<file path="src/cmp_defines.svh">
// register offsets, field positions and encodings of the comparator event block
// assumes byte addressing on a 32-bit wishbone data bus
`ifndef CMP_DEFINES_SVH
`define CMP_DEFINES_SVH

// register windows: address bits 7:4 pick the window, bits 3:2 the access kind
`define CEC_WIN_STAT    4'h8
`define CEC_WIN_FLAG    4'h9
`define CEC_WIN_EN      4'hA
`define CEC_WIN_PRIO    4'hB

// access kinds inside a window
`define CEC_OP_WRITE    2'h0
`define CEC_OP_CLR      2'h1
`define CEC_OP_SET      2'h2
`define CEC_OP_INV      2'h3

// control register fields
`define CEC_ON_BIT      15
`define CEC_INV_BIT     13
`define CEC_RES_BIT     8
`define CEC_EVT_LO      6
`define CEC_CTRL_WMASK  32'h0000A0C0
`define CEC_CTRL_RESET  32'h00000000

// status register fields
`define CEC_FRZ_BIT     14
`define CEC_STOP_IN_IDLE_BIT    13

// flag and enable registers share the same bit positions
`define CEC_FLAG_BASE   3

// priority register: one byte lane per comparator, priority 2:0, subpriority 4:3
`define CEC_PRIO_STRIDE 8
`define CEC_PRIO_WMASK  32'h1F1F1F1F

// event selection codes in the control register
`define CEC_EVT_NONE    2'h0
`define CEC_EVT_RISE    2'h1
`define CEC_EVT_FALL    2'h2
`define CEC_EVT_ANY     2'h3

`endif

</file>
<file path="src/cmp_pkg.sv">
// shared types of the comparator event block
// assumes cmp_defines.svh carries the numeric constants
`default_nettype none
package cmp_pkg;
    // arbitration rank: priority above subpriority
    typedef logic [4:0] rank_t;
    typedef logic [1:0] evt_mode_t;
endpackage : cmp_pkg

`default_nettype wire

</file>
<file path="src/cmp_sync.sv">
// three-stage synchroniser with agreement filter for one comparator output
// assumes the input is asynchronous to clk
`timescale 1ns/10ps
`default_nettype none

module cmp_sync (
    input  wire logic clk,
    input  wire logic reset,
    input  wire logic async_in,
    output var  logic level_out
);
    logic s1_reg;
    logic s2_reg;
    logic s3_reg;

    // first stage feeds only the second, never any logic
    always_ff @(posedge clk or posedge reset) begin
        if (reset) begin
            s1_reg <= 1'b0;
            s2_reg <= 1'b0;
            s3_reg <= 1'b0;
        end else begin
            s1_reg <= async_in;
            s2_reg <= s1_reg;
            s3_reg <= s2_reg;
        end
    end

    // a change counts once stages two and three agree
    always_ff @(posedge clk or posedge reset) begin
        if (reset) begin
            level_out <= 1'b0;
        end else if (s2_reg == s3_reg) begin
            level_out <= s3_reg;
        end
    end
endmodule : cmp_sync

`default_nettype wire

</file>
<file path="src/cmp_edge.sv">
// result register and change-event detector for one comparator
// assumes a synchronised level; hold freezes the result and blocks event pulses
`timescale 1ns/10ps
`default_nettype none
`include "cmp_defines.svh"

module cmp_edge
    import cmp_pkg::*;
(
    input  wire logic              clk,
    input  wire logic              reset,
    input  wire logic              active,
    input  wire logic              hold,
    input  wire logic              invert,
    input  wire logic              level,
    input  wire cmp_pkg::evt_mode_t mode,
    output var  logic              result,
    output var  logic              event_pulse
);
    logic res_next;
    logic match;

    // polarity applied here; an off comparator reads low
    always_comb begin
        res_next = active ? (level ^ invert) : 1'b0;
        case (mode)
            `CEC_EVT_RISE: match = res_next;
            `CEC_EVT_FALL: match = ~res_next;
            `CEC_EVT_ANY:  match = 1'b1;
            default:       match = 1'b0;
        endcase
    end

    // result tracks the live level so reads see the present value
    always_ff @(posedge clk or posedge reset) begin
        if (reset) begin
            result <= 1'b0;
        end else if (!hold) begin
            result <= res_next;
        end
    end

    // one-cycle pulse on each qualifying change of the result
    always_ff @(posedge clk or posedge reset) begin
        if (reset) begin
            event_pulse <= 1'b0;
        end else begin
            event_pulse <= !hold && active && (res_next != result) && match;
        end
    end
endmodule : cmp_edge

`default_nettype wire

</file>
<file path="src/comparator_event_control.sv">
// control, status, event flags and interrupt arbitration for the comparators
// assumes a classic wishbone master on clk and raw comparator outputs on cmp_raw;
// idle, sleep, debug and the interrupt acknowledge come from logic on clk
//
// Notes on behaviour
// - a change of a comparator result raises an event when events are selected
// - reading the result bit returns the present synchronised level after the bit 13 polarity
// - control bit 13 inverts the comparator output
// - flags at bits 3 and 4 of flag register, enables at same bits
// - a flag is set on every event whatever its enable
// - interrupt requested only for enabled sources, after arbitration
// - three-bit priority per channel; 7 highest, 0 never interrupts
// - a higher priority group preempts the interrupt in service
// - two-bit subpriority ranks within a group and preempts lower ones
// - equal priority and subpriority: lowest vector number wins
// - losers stay pending and are issued once the current flag clears
// - vector number given to the cpu equals the natural order number
// - idle keeps comparators running unless stop-in-idle bit 13 is set
// - sleep keeps comparators running; an enabled interrupt wakes the device
// - waking from sleep leaves every control register field unchanged
// - clearing control bit 15 turns the comparator off
// - freeze bit 14 at zero lets the block run during debug halt
// - freeze bit set and debug halt: all state held, resumes afterwards; the synchronisers keep running here
// - freeze bit accessible only in debug mode, reads zero otherwise
// - freeze change takes effect at next debug entry; reads show entry value
// - every reset clears control registers, comparators off
// - result bit sits at control bit 8 and is read-only
// - set window at offset 0x8 sets bits written as one
// - invert window at offset 0xC toggles bits written as one
//
// Our own choices: the Wishbone interface to the registers and the register offsets.
`timescale 1ns/10ps
`default_nettype none
`include "cmp_defines.svh"

module comparator_event_control
    import cmp_pkg::*;
#(
    parameter int          NCMP     = 2,
    parameter int          VEC_W    = 6,
    parameter logic [5:0]  VEC_BASE = 6'h01
) (
    input  wire logic              clk,
    input  wire logic              reset,
    input  wire logic [7:0]        adr_i,
    input  wire logic [31:0]       dat_i,
    output var  logic [31:0]       dat_o,
    input  wire logic              we_i,
    input  wire logic [3:0]        sel_i,
    input  wire logic              cyc_i,
    input  wire logic              stb_i,
    output var  logic              ack_o,
    input  wire logic [NCMP-1:0]   cmp_raw,
    output var  logic [NCMP-1:0]   cmp_enable,
    input  wire logic              cpu_idle,
    input  wire logic              cpu_sleep,
    input  wire logic              debug_halt,
    input  wire logic              irq_taken,
    output var  logic              irq_req,
    output var  logic [VEC_W-1:0]  irq_vector,
    output var  logic [2:0]        irq_level,
    output var  logic              wake_req
);
    import cmp_pkg::*;

    // one comparator still needs a one-bit index
    localparam int IDX_W = (NCMP > 1) ? $clog2(NCMP) : 1;

    // software-visible state
    logic [31:0]      ctrl_reg [NCMP];
    logic             stop_in_idle_reg;
    logic             frz_wr_reg;
    logic             frz_eff_reg;
    logic [NCMP-1:0]  cmp_event_flag;
    logic [NCMP-1:0]  cmp_event_enable;
    logic [31:0]      prio_reg;
    logic [NCMP-1:0]  svc_reg;
    logic [IDX_W-1:0] idx_reg;

    // decode and arbitration nets
    logic [NCMP-1:0]  sync_level;
    logic [NCMP-1:0]  compare_result;
    logic [NCMP-1:0]  evt;
    logic [NCMP-1:0]  active;
    logic             frozen;
    logic             req;
    logic             wr;
    logic [3:0]       win;
    logic [1:0]       op;
    logic [31:0]      be;
    rank_t            rank [NCMP];
    logic [NCMP-1:0]  cand;
    logic             best_valid;
    rank_t            best_rank;
    logic [IDX_W-1:0] best_idx;
    rank_t            cur_rank;
    logic [31:0]      flag_word;
    logic [31:0]      en_word;
    logic [31:0]      rd_word;
    logic [31:0]      stat_old;
    logic [31:0]      stat_new;

    // one function serves plain, clear, set and invert windows alike
    // unselected byte lanes keep their old value
    function automatic logic [31:0] apply_write(
        input logic [31:0] old,
        input logic [31:0] wd,
        input logic [31:0] lanes,
        input logic [1:0]  kind
    );
        logic [31:0] m;
        m = wd & lanes;
        case (kind)
            `CEC_OP_CLR: apply_write = old & ~m;
            `CEC_OP_SET: apply_write = old | m;
            `CEC_OP_INV: apply_write = old ^ m;
            default:     apply_write = (old & ~lanes) | m;
        endcase
    endfunction : apply_write

    // bus decode: one access per request, answered one cycle later
    // ack masks the held strobe, so no access is taken twice
    assign req = cyc_i && stb_i && !ack_o;
    assign wr  = req && we_i;
    assign win = adr_i[7:4];
    assign op  = adr_i[3:2];
    assign be  = {{8{sel_i[3]}}, {8{sel_i[2]}}, {8{sel_i[1]}}, {8{sel_i[0]}}};

    // freeze only bites while halted in debug with the value caught at entry
    // outside debug a set freeze bit has no effect
    assign frozen = debug_halt && frz_eff_reg;

    // flag and enable bits shown at their register positions
    assign flag_word = 32'(cmp_event_flag) << `CEC_FLAG_BASE;
    assign en_word   = 32'(cmp_event_enable) << `CEC_FLAG_BASE;

    // status as software writes it, for clear, set and invert alike
    assign stat_old = (32'(stop_in_idle_reg) << `CEC_STOP_IN_IDLE_BIT) | (32'(frz_wr_reg) << `CEC_FRZ_BIT);
    assign stat_new = apply_write(stat_old, dat_i, be, op);

    // per-channel front end: synchroniser, polarity and change detector
    genvar g;
    generate
        for (g = 0; g < NCMP; g++) begin : gen_ch
            // stop-in-idle gates every comparator; sleep does not
            assign active[g] = ctrl_reg[g][`CEC_ON_BIT] && !(cpu_idle && stop_in_idle_reg);

            cmp_sync u_sync (
                .clk       (clk),
                .reset     (reset),
                .async_in  (cmp_raw[g]),
                .level_out (sync_level[g])
            );

            // freeze holds result and events, not the synchroniser
            cmp_edge u_edge (
                .clk         (clk),
                .reset       (reset),
                .active      (active[g]),
                .hold        (frozen),
                .invert      (ctrl_reg[g][`CEC_INV_BIT]),
                .level       (sync_level[g]),
                .mode        (ctrl_reg[g][`CEC_EVT_LO +: 2]),
                .result      (compare_result[g]),
                .event_pulse (evt[g])
            );

            // rank is priority over subpriority
            assign rank[g] = {prio_reg[g*`CEC_PRIO_STRIDE +: 3],
                              prio_reg[g*`CEC_PRIO_STRIDE + 3 +: 2]};
            assign cand[g] = cmp_event_flag[g] && cmp_event_enable[g]
                             && (rank[g][4:2] != 3'h0);
        end
    endgenerate

    // control registers; no sleep or wake path touches them
    // write mask drops bit 8, so the result stays read-only
    always_ff @(posedge clk or posedge reset) begin
        if (reset) begin
            for (int i = 0; i < NCMP; i++) begin
                ctrl_reg[i] <= `CEC_CTRL_RESET;
            end
        end else if (wr) begin
            for (int i = 0; i < NCMP; i++) begin
                if (win == 4'(i)) begin
                    ctrl_reg[i] <= apply_write(ctrl_reg[i], dat_i, be, op)
                                   & `CEC_CTRL_WMASK;
                end
            end
        end
    end

    // status: stop-in-idle always writable, freeze only in debug
    always_ff @(posedge clk or posedge reset) begin
        if (reset) begin
            stop_in_idle_reg   <= 1'b0;
            frz_wr_reg <= 1'b0;
        end else if (wr && win == `CEC_WIN_STAT) begin
            stop_in_idle_reg <= stat_new[`CEC_STOP_IN_IDLE_BIT];
            if (debug_halt) begin
                frz_wr_reg <= stat_new[`CEC_FRZ_BIT];
            end
        end
    end

    // effective freeze follows the written bit outside debug, held inside
    // so a write made in debug acts from the next entry on
    always_ff @(posedge clk or posedge reset) begin
        if (reset) begin
            frz_eff_reg <= 1'b0;
        end else if (!debug_halt) begin
            frz_eff_reg <= frz_wr_reg;
        end
    end

    // flags: a hardware event wins over a clear in the same cycle
    // else an event in the clear cycle would be lost
    always_ff @(posedge clk or posedge reset) begin
        if (reset) begin
            cmp_event_flag <= '0;
        end else if (wr && win == `CEC_WIN_FLAG) begin
            cmp_event_flag <= NCMP'(apply_write(flag_word, dat_i, be, op)
                                    >> `CEC_FLAG_BASE) | evt;
        end else begin
            cmp_event_flag <= cmp_event_flag | evt;
        end
    end

    // enables and priorities are plain software state
    always_ff @(posedge clk or posedge reset) begin
        if (reset) begin
            cmp_event_enable <= '0;
            prio_reg         <= 32'h0;
        end else if (wr) begin
            if (win == `CEC_WIN_EN) begin
                cmp_event_enable <= NCMP'(apply_write(en_word, dat_i, be, op)
                                          >> `CEC_FLAG_BASE);
            end
            if (win == `CEC_WIN_PRIO) begin
                prio_reg <= apply_write(prio_reg, dat_i, be, op) & `CEC_PRIO_WMASK;
            end
        end
    end

    // arbitration: scan from the top so that ties fall to the lowest index
    // cur_rank: highest rank in service, zero if none
    always_comb begin
        best_valid = 1'b0;
        best_rank  = '0;
        best_idx   = '0;
        cur_rank   = '0;
        for (int i = NCMP - 1; i >= 0; i--) begin
            if (cand[i] && (!best_valid || rank[i] >= best_rank)) begin
                best_valid = 1'b1;
                best_rank  = rank[i];
                best_idx   = IDX_W'(i);
            end
            if (svc_reg[i] && rank[i] > cur_rank) begin
                cur_rank = rank[i];
            end
        end
    end

    // in-service set: entered on acknowledge, left when software clears the flag
    // held while frozen so nesting resumes intact
    always_ff @(posedge clk or posedge reset) begin
        if (reset) begin
            svc_reg <= '0;
        end else if (!frozen) begin
            for (int i = 0; i < NCMP; i++) begin
                if (!cmp_event_flag[i]) begin
                    svc_reg[i] <= 1'b0;
                end else if (irq_taken && irq_req && idx_reg == IDX_W'(i)) begin
                    svc_reg[i] <= 1'b1;
                end
            end
        end
    end

    // request only when strictly above everything in service, so equals wait
    // limitation: an equal source waits for the flag clear
    always_ff @(posedge clk or posedge reset) begin
        if (reset) begin
            irq_req    <= 1'b0;
            idx_reg    <= '0;
            irq_vector <= '0;
            irq_level  <= 3'h0;
        end else if (!frozen) begin
            irq_req    <= best_valid && (best_rank > cur_rank) && !irq_taken;
            idx_reg    <= best_idx;
            irq_vector <= VEC_W'(VEC_BASE) + VEC_W'(best_idx);
            irq_level  <= best_rank[4:2];
        end
    end

    // wake and analog enables are registered straight to the pins
    // wake ignores priority: any enabled flag will do
    always_ff @(posedge clk or posedge reset) begin
        if (reset) begin
            wake_req   <= 1'b0;
            cmp_enable <= '0;
        end else begin
            wake_req   <= cpu_sleep && |(cmp_event_flag & cmp_event_enable);
            cmp_enable <= active;
        end
    end

    // read mux; the clear, set and invert windows just mirror the register
    // status results are the same registered bits as control bit 8
    always_comb begin
        rd_word = 32'h0;
        for (int i = 0; i < NCMP; i++) begin
            if (win == 4'(i)) begin
                rd_word = ctrl_reg[i]
                          | (32'(compare_result[i]) << `CEC_RES_BIT);
            end
        end
        case (win)
            `CEC_WIN_STAT: rd_word = 32'(compare_result)
                                     | (32'(stop_in_idle_reg) << `CEC_STOP_IN_IDLE_BIT)
                                     | (32'(debug_halt && frz_eff_reg) << `CEC_FRZ_BIT);
            `CEC_WIN_FLAG: rd_word = flag_word;
            `CEC_WIN_EN:   rd_word = en_word;
            `CEC_WIN_PRIO: rd_word = prio_reg;
            default:       rd_word = rd_word;
        endcase
    end

    // single-cycle acknowledge; unmapped addresses answer zero and drop writes
    // one wait state buys a registered read path
    always_ff @(posedge clk or posedge reset) begin
        if (reset) begin
            ack_o <= 1'b0;
            dat_o <= 32'h0;
        end else begin
            ack_o <= req;
            if (req && !we_i) begin
                dat_o <= rd_word;
            end
        end
    end
endmodule : comparator_event_control

`default_nettype wire

</file>
<file path="config.mk">
export PLATFORM = sky130hd
export DESIGN_NAME = comparator_event_control
export DESIGN_NICKNAME = d
export VERILOG_FILES = /design/src/cmp_pkg.sv /design/src/cmp_sync.sv /design/src/cmp_edge.sv /design/src/comparator_event_control.sv
export VERILOG_INCLUDE_DIRS = /design/src
export SDC_FILE = /design/constraint.sdc
export NUM_CORES = 1
export LEC_CHECK = 0
export BUFFER_PORTS_ARGS = -buffer_cell sky130_fd_sc_hd__buf_2
export CELL_PAD_IN_SITES_DETAIL_PLACEMENT = 0
export CELL_PAD_IN_SITES_GLOBAL_PLACEMENT = 2
export CORE_ASPECT_RATIO = 1.2
export CORE_UTILIZATION = 37
export DETAILED_ROUTE_END_ITERATION = 16
export GPL_TIMING_DRIVEN = 0
export PLACE_DENSITY = 0.9
export SETUP_SLACK_MARGIN = 0.1
export SLEW_MARGIN = 0
export SYNTH_ARGS = -nofsm -noshare
export SYNTH_HDL_FRONTEND = slang
export SYNTH_SLANG_ARGS = --single-unit
export TNS_END_PERCENT = 10
</file>
<file path="constraint.sdc">
create_clock -name clk -period 6.19 [get_ports clk]
set_input_delay 0 -clock clk [delete_from_list [all_inputs] [get_ports clk]]
set_output_delay 0 -clock clk [all_outputs]
set_load 0.05 [all_outputs]
</file>
Word level (Yosys, flattened, before mapping) --
Index checks and enable logic that the tools add are counted.
Storage, ports and cells: latch bits 0, flip-flop bits (word level) 96, bits in writable memories 0, input bits 55, output and inout bits 46, memories kept 0, logic and storage cells 175, memory bits (read-only) 0
Operators by class: reduce and logical (&&, ||, !) cells 47, bitwise gates (word level) 47, shifts and indexed selects 0, order comparisons 4, equal/unequal tests 20, multipliers 0, multiplexer cells 26, add/subtract/negate cells 1, divide/modulo/power cells 0
Operators with widths (count):
- 32-bit one-hot mux with 4 select lines | 1
- 16-bit one-hot mux with 3 select lines | 2
- 29-bit bitwise AND | 3
- 29-bit one-hot mux with 3 select lines | 1
- 16-bit bitwise AND | 4
- 16-bit bitwise OR | 4
- 29-bit NOT | 2
- 29-bit bitwise OR | 2
- 15-bit one-hot mux with 3 select lines | 1
- 32-bit 2-to-1 mux | 1
- 16-bit by 9-bit bitwise OR with 16-bit output | 2
- 16-bit bitwise XOR | 2
- 15-bit bitwise AND | 2
- 14-bit by 15-bit bitwise OR with 15-bit output | 2
- 15-bit bitwise OR | 2
- 5-bit one-hot mux with 3 select lines | 2
- 1-bit logical AND | 29
- 29-bit bitwise XOR | 1
- 5-bit 2-to-1 mux | 5
- 5-bit bitwise AND | 4
- 5-bit bitwise OR | 4
- 4-bit == test, second input constant | 4
- 16-bit 2-to-1 mux | 1
- 15-bit bitwise XOR | 1
- 25 further kinds | 63

Depth between registers and ports, before layout --
depth in word-level cells 10, gate-level depth with buffers 17, gate-level depth less buffers 15

By module --
From an unflattened synthesis, not the netlist that was laid out.
Unflattened totals: cells, all modules 644, area, all modules 5854.4 µm²
By module, submodules not included:
- comparator_event_control | times used 1, area an instance 5408.9 µm², sequential area each 1801.7 µm², cells each 612
- cmp_sync | times used 2, area an instance 115.1 µm², sequential area each 100.1 µm², cells each 6
- cmp_edge | times used 2, area an instance 107.6 µm², sequential area each 50.0 µm², cells each 10

Worst setup path after synthesis --
No wires, ideal clock.
path type register to register, start register cmp_event_flag[1], end register irq_req, required time 6.068 ns, slack 3.304 ns, clock period less this slack 2.886 ns, library setup time 0.122 ns, cell stages (with the launch flop) 18, arrival time 2.764 ns, path buffers 2, cell sequence dfrtp_1 -> buf_6 -> nand2_1 -> a31oi_4 -> and2_2 -> ha_1 -> nand2b_1 -> a31oi_1 -> o211ai_2 -> and2_4 -> buf_6 -> mux2i_1 -> ha_1 -> a21o_1 -> a21oi_1 -> nand2_1 -> o2111ai_1 -> nand2_1
On the way: cells in the longest elaborated chain, start to end 10, elaborated cells between the ends (all ways) 13, classes of those cells order compare: 2; mux: 4; reduce/logical: 7
RTL lines:
- start: declaration | line comparator_event_control.sv:74 | logic [NCMP-1:0] cmp_event_flag;
- start signal: assignment | line comparator_event_control.sv:222 | cmp_event_flag <= NCMP'(apply_write(flag_word, dat_i, be, op)
- start signal: assignment | line comparator_event_control.sv:225 | cmp_event_flag <= cmp_event_flag | evt;
- 1-bit logical AND * | line comparator_event_control.sv:171 | assign cand[g] = cmp_event_flag[g] && cmp_event_enable[g]
- 1-bit logical AND * | line comparator_event_control.sv:172 | && (rank[g][4:2] != 3'h0);
- 5-bit 2-to-1 mux or 1-bit 2-to-1 mux (tied branches) | line comparator_event_control.sv:253 | if (cand[i] && (!best_valid || rank[i] >= best_rank)) begin
- 5-bit >= comparator or 1-bit zero test (tied branches) | line comparator_event_control.sv:253
- 1-bit logical OR | line comparator_event_control.sv:253
- 1-bit logical AND | line comparator_event_control.sv:253
- 5-bit 2-to-1 mux * | line comparator_event_control.sv:253
- via best_rank[3] | line comparator_event_control.sv:94 | rank_t best_rank;
- 5-bit > comparator * | line comparator_event_control.sv:289 | irq_req <= best_valid && (best_rank > cur_rank) && !irq_taken;
- 1-bit logical AND * (2 in a row) | line comparator_event_control.sv:289
- end signal: assignment | line comparator_event_control.sv:289
- end: declaration | line comparator_event_control.sv:59 | output var logic irq_req,
Mark *: on every way through the listed nets, which the timed path passes. The rest lies on a longest branch. A chain may end at the register's enable or synchronous reset.

Worst setup path in the final report --
start register cmp_event_enable[1], end register irq_req
On the way: cells in the longest elaborated chain, start to end 10, elaborated cells between the ends (all ways) 13, classes of those cells order compare: 2; mux: 4; reduce/logical: 7
RTL lines:
- start: declaration | line comparator_event_control.sv:75 | logic [NCMP-1:0] cmp_event_enable;
- start signal: assignment | line comparator_event_control.sv:236 | cmp_event_enable <= NCMP'(apply_write(en_word, dat_i, be, op)
- 1-bit logical AND * | line comparator_event_control.sv:171
- 1-bit logical AND * | line comparator_event_control.sv:172
- 5-bit 2-to-1 mux or 1-bit 2-to-1 mux (tied branches) | line comparator_event_control.sv:253
- 5-bit >= comparator or 1-bit zero test (tied branches) | line comparator_event_control.sv:253
- 1-bit logical OR | line comparator_event_control.sv:253
- 1-bit logical AND | line comparator_event_control.sv:253
- 5-bit 2-to-1 mux * | line comparator_event_control.sv:253
- via best_rank[3] | line comparator_event_control.sv:94
- 5-bit > comparator * | line comparator_event_control.sv:289
- 1-bit logical AND * (2 in a row) | line comparator_event_control.sv:289
Marks and branches as above.

==> reports/results.ini <==
[outcome]
run_status=finished clean

[sta]
fmax_ghz=0.296
clock_skew_ps=9.06
worstMarginPinSlew_ps=781
relSlewSlack_pct=47.7
setup-violations-final=0
finalWorstSetupSlack_ps=2820
slew_violations=0
finalHoldViolCount=0
timing.final.crit_period_ps=3370
period_share_pct=54.5
fin_setup_tns_ps=0
rsz0062_at_grt=false

[global_route]
grt-ovfl-total=0
track_usage_pct=22.4
antenna_found_initial=0
first_global_vias=5336
grt_pass1_wl_mm=28.6
grt_max_degree=45

[finish]
multi_input_area_mm2=0.00345
final_core_util_pct=45.1
fill_cells=1619
regArea_mm2=0.00210
fin_nets=902
drive_above_1_share_pct=19.0
area_growth_pct=18.7
num_antenna_cells=0

[synthesis]
synth_top_area_share_pct=35.4
synth.largest_area_cell=dfrtp_1
synth_cells=663
synthTopCellsByCount=nand2_1 (111), dfrtp_1 (84), ha_1 (77)
post-synth-top-count-cell=nand2_1
syn_avg_cell_area_um2=8.97
ys_ff_latch=84
yosys-top-cells-area=dfrtp_1 (35%), ha_1 (16%), nand2_1 (7.0%), a21oi_1 (4.1%), nor2_1 (2.8%)
synth_enable_flop_cells=0
synthFlopType=dfrtp_1
yosysUniqueCellTypes=59
ys_warn_count=0
syn_area_mm2=0.00595
seq_area_frac_synth_pct=35.4
synthArstFlopShare_pct=100

[clock_tree]
clockRootBuffer=clkbuf_16
cts_tree=built
insertion_delay_ps=360
cts_made_buffers=9
clock_path_buffers=2
htreeDepth=3
clkTransAtPathRegs_ps=60
cts.repair.resized=0
cts_sinks=84

[floorplanning]
die_width_um=118
core-area_mm2=0.0156
num_rows=50
io_pins=101
die_area_mm2=0.0166
start_util_pct=38.0
die_y_um=141

[place]
hpwlAfterDp_mm=13.4
gp_congestion=0.865
post-place-ws_ps=2840
numPortBuffers=77

[detailed_routing]
detail_route.wl_per_cell_um=18.2
dr.max_layer_used=met4
first_pass_iters=5
wl_met2_mm=9.11
drtAntennaViolNets=0
drcViolationCount=0
vias=5260
routed-wl-met3_um=734
drt-initial-drc-count=280
met1_length_mm=7.61
routed_wl_mm=17.9
routed_via_density=5.35

[critical_path]
reg2reg_depth=16
crit_required_ps=6430
path_common_cell=nand2_1
endpoint_kind=flop
path_cells=nand2_1 -> a31oi_4 -> and2_2 -> ha_1 -> nand2b_1 -> a31oi_1 -> o211ai_2 -> and2_4 -> buf_6 -> mux2i_1 -> ha_1 -> a21o_1 -> a21oi_1 -> nand2_1 -> o2111ai_1 -> nand2_1
critPathArrivalTime_ps=3610
cpPeakStageDelay_ps=500
cp_slowest_cell=dfrtp_1
worstPathMaxFanout=10
startpoint_type=flop
crit_type=reg -> reg

[min_path]
worstHoldPathCells=4
hp-class=in -> reg

[power_and_ir_drop]
leakage_nw=3.41
pwr_density_cell_mw_per_mm2=225
max-vdd-ir-drop_mv=0.122

[job]
cap_violations=0

## critical path, delay by kind of cell (launching register included)
| kind | cells | cell delay, ps |
|---|---|---|
| AO/OA/AOI/OAI | 6 | 1100 |
| AND/OR/NAND/NOR | 6 | 860 |
| adder cells (fa/ha/maj) | 2 | 540 |
| flip-flops | 1 | 500 |
| buffers and inverters | 1 | 140 |
| multiplexers | 1 | 130 |
## power breakdown
group	internal, W	switching, W
Combinational	0.000137	0.000219
Sequential	0.000586	0.0000470
Clock	0.000367	0.000236
## area by class of cell
| class | instances | share of cell area, % |
|---|---|---|
| inverters | 44 | 2.38 |
| repair buffers | 86 | 6.98 |
| flip-flops and latches | 84 | 29.8 |
| well taps | 208 | 3.69 |
| clock inverters | 3 | 0.975 |
| clock buffers | 13 | 3.55 |
| plain buffers | 50 | 3.78 |
| multi-input cells | 495 | 48.9 |
## metal layers
layer  up-vias  global-route usage [%]
met1      2570                    26.9
met4         0                    9.18
met3        26                    3.40
met2       148                    39.9
li1       2516                       -
met5         -                       0
## stage by stage
stage | std cells | total power [W] | hold WS [ps] | cell area (um^2)
after global routing | 983 | 0.00167 | 75.1 | 7060
after global placement | 958 | 0.000975 | 109 | 6630
after detailed placement | 959 | 0.000994 | 109 | 6660
after CTS | 983 | 0.00160 | 42.2 | 7060
after floorplan | 673 | 0.000882 | 31.4 | 5980
final | 983 | 0.00159 | 61.0 | 7060
## path summary, 6_finish.rpt
path | endpoint | slack (ps) | from
hold reg to reg | gen_ch[0].u_sync.s2_reg$_DFF_PP0_ | 350 | gen_ch[0].u_sync.s1_reg$_DFF_PP0_
min in group asynchronous | gen_ch[1].u_edge.event_pulse$_DFF_PP0_ | 260 | reset
max in group asynchronous | dat_o[9]$_DFFE_PP0P_ | 5290 | reset
setup reg to reg | irq_req$_DFFE_PP0N_ | 2820 | cmp_event_enable[1]$_DFFE_PP0P_
setup / recovery | irq_req$_DFFE_PP0N_ | 2820 | cmp_event_enable[1]$_DFFE_PP0P_
hold / removal | cmp_enable[0]$_DFF_PP0_ | 60 | cpu_idle
## cells in the final DEF (no fill, tap or decap), drive strengths merged, types with 7 or more instances in the layout
cell type,netlist,layout
nand2,111,111
ha,77,77
mux2i,13,13
o21ai,33,33
buf,27,105
nand3,7,7
conb,1,11
mux2,12,12
o211ai,9,9
a21oi,49,49
a22o,17,17
a211oi,19,19
nor2,45,45
clkbuf,23,36
dfrtp,84,84
dlygate4sd3,0,8
o31ai,14,14
nor3,11,11
inv,43,44
## timing repair
item                       4_1_cts  5_1_grt
setup endpoints to repair        0        0
buffers inserted                 0        0
hold endpoints to repair        47        0
hold buffers                     8        0
## kinds of logic (layout without fill, tap and decap cells)
logic type                 Yosys count  in the layout  synth area share [%]
adders and majority gates           79             79                  16.5
and+or+nand+nor                    200            200                  14.9
xor gates and xnor gates             2              2                 0.295
other                                1             11                0.0631
AOI/OAI and AO/OA                  174            174                  19.5
buffers and inverters               94            196                  7.26
muxes                               29             29                  6.04
DFF                                 84             84                  35.4
Power figures use the tool's default switching activity.
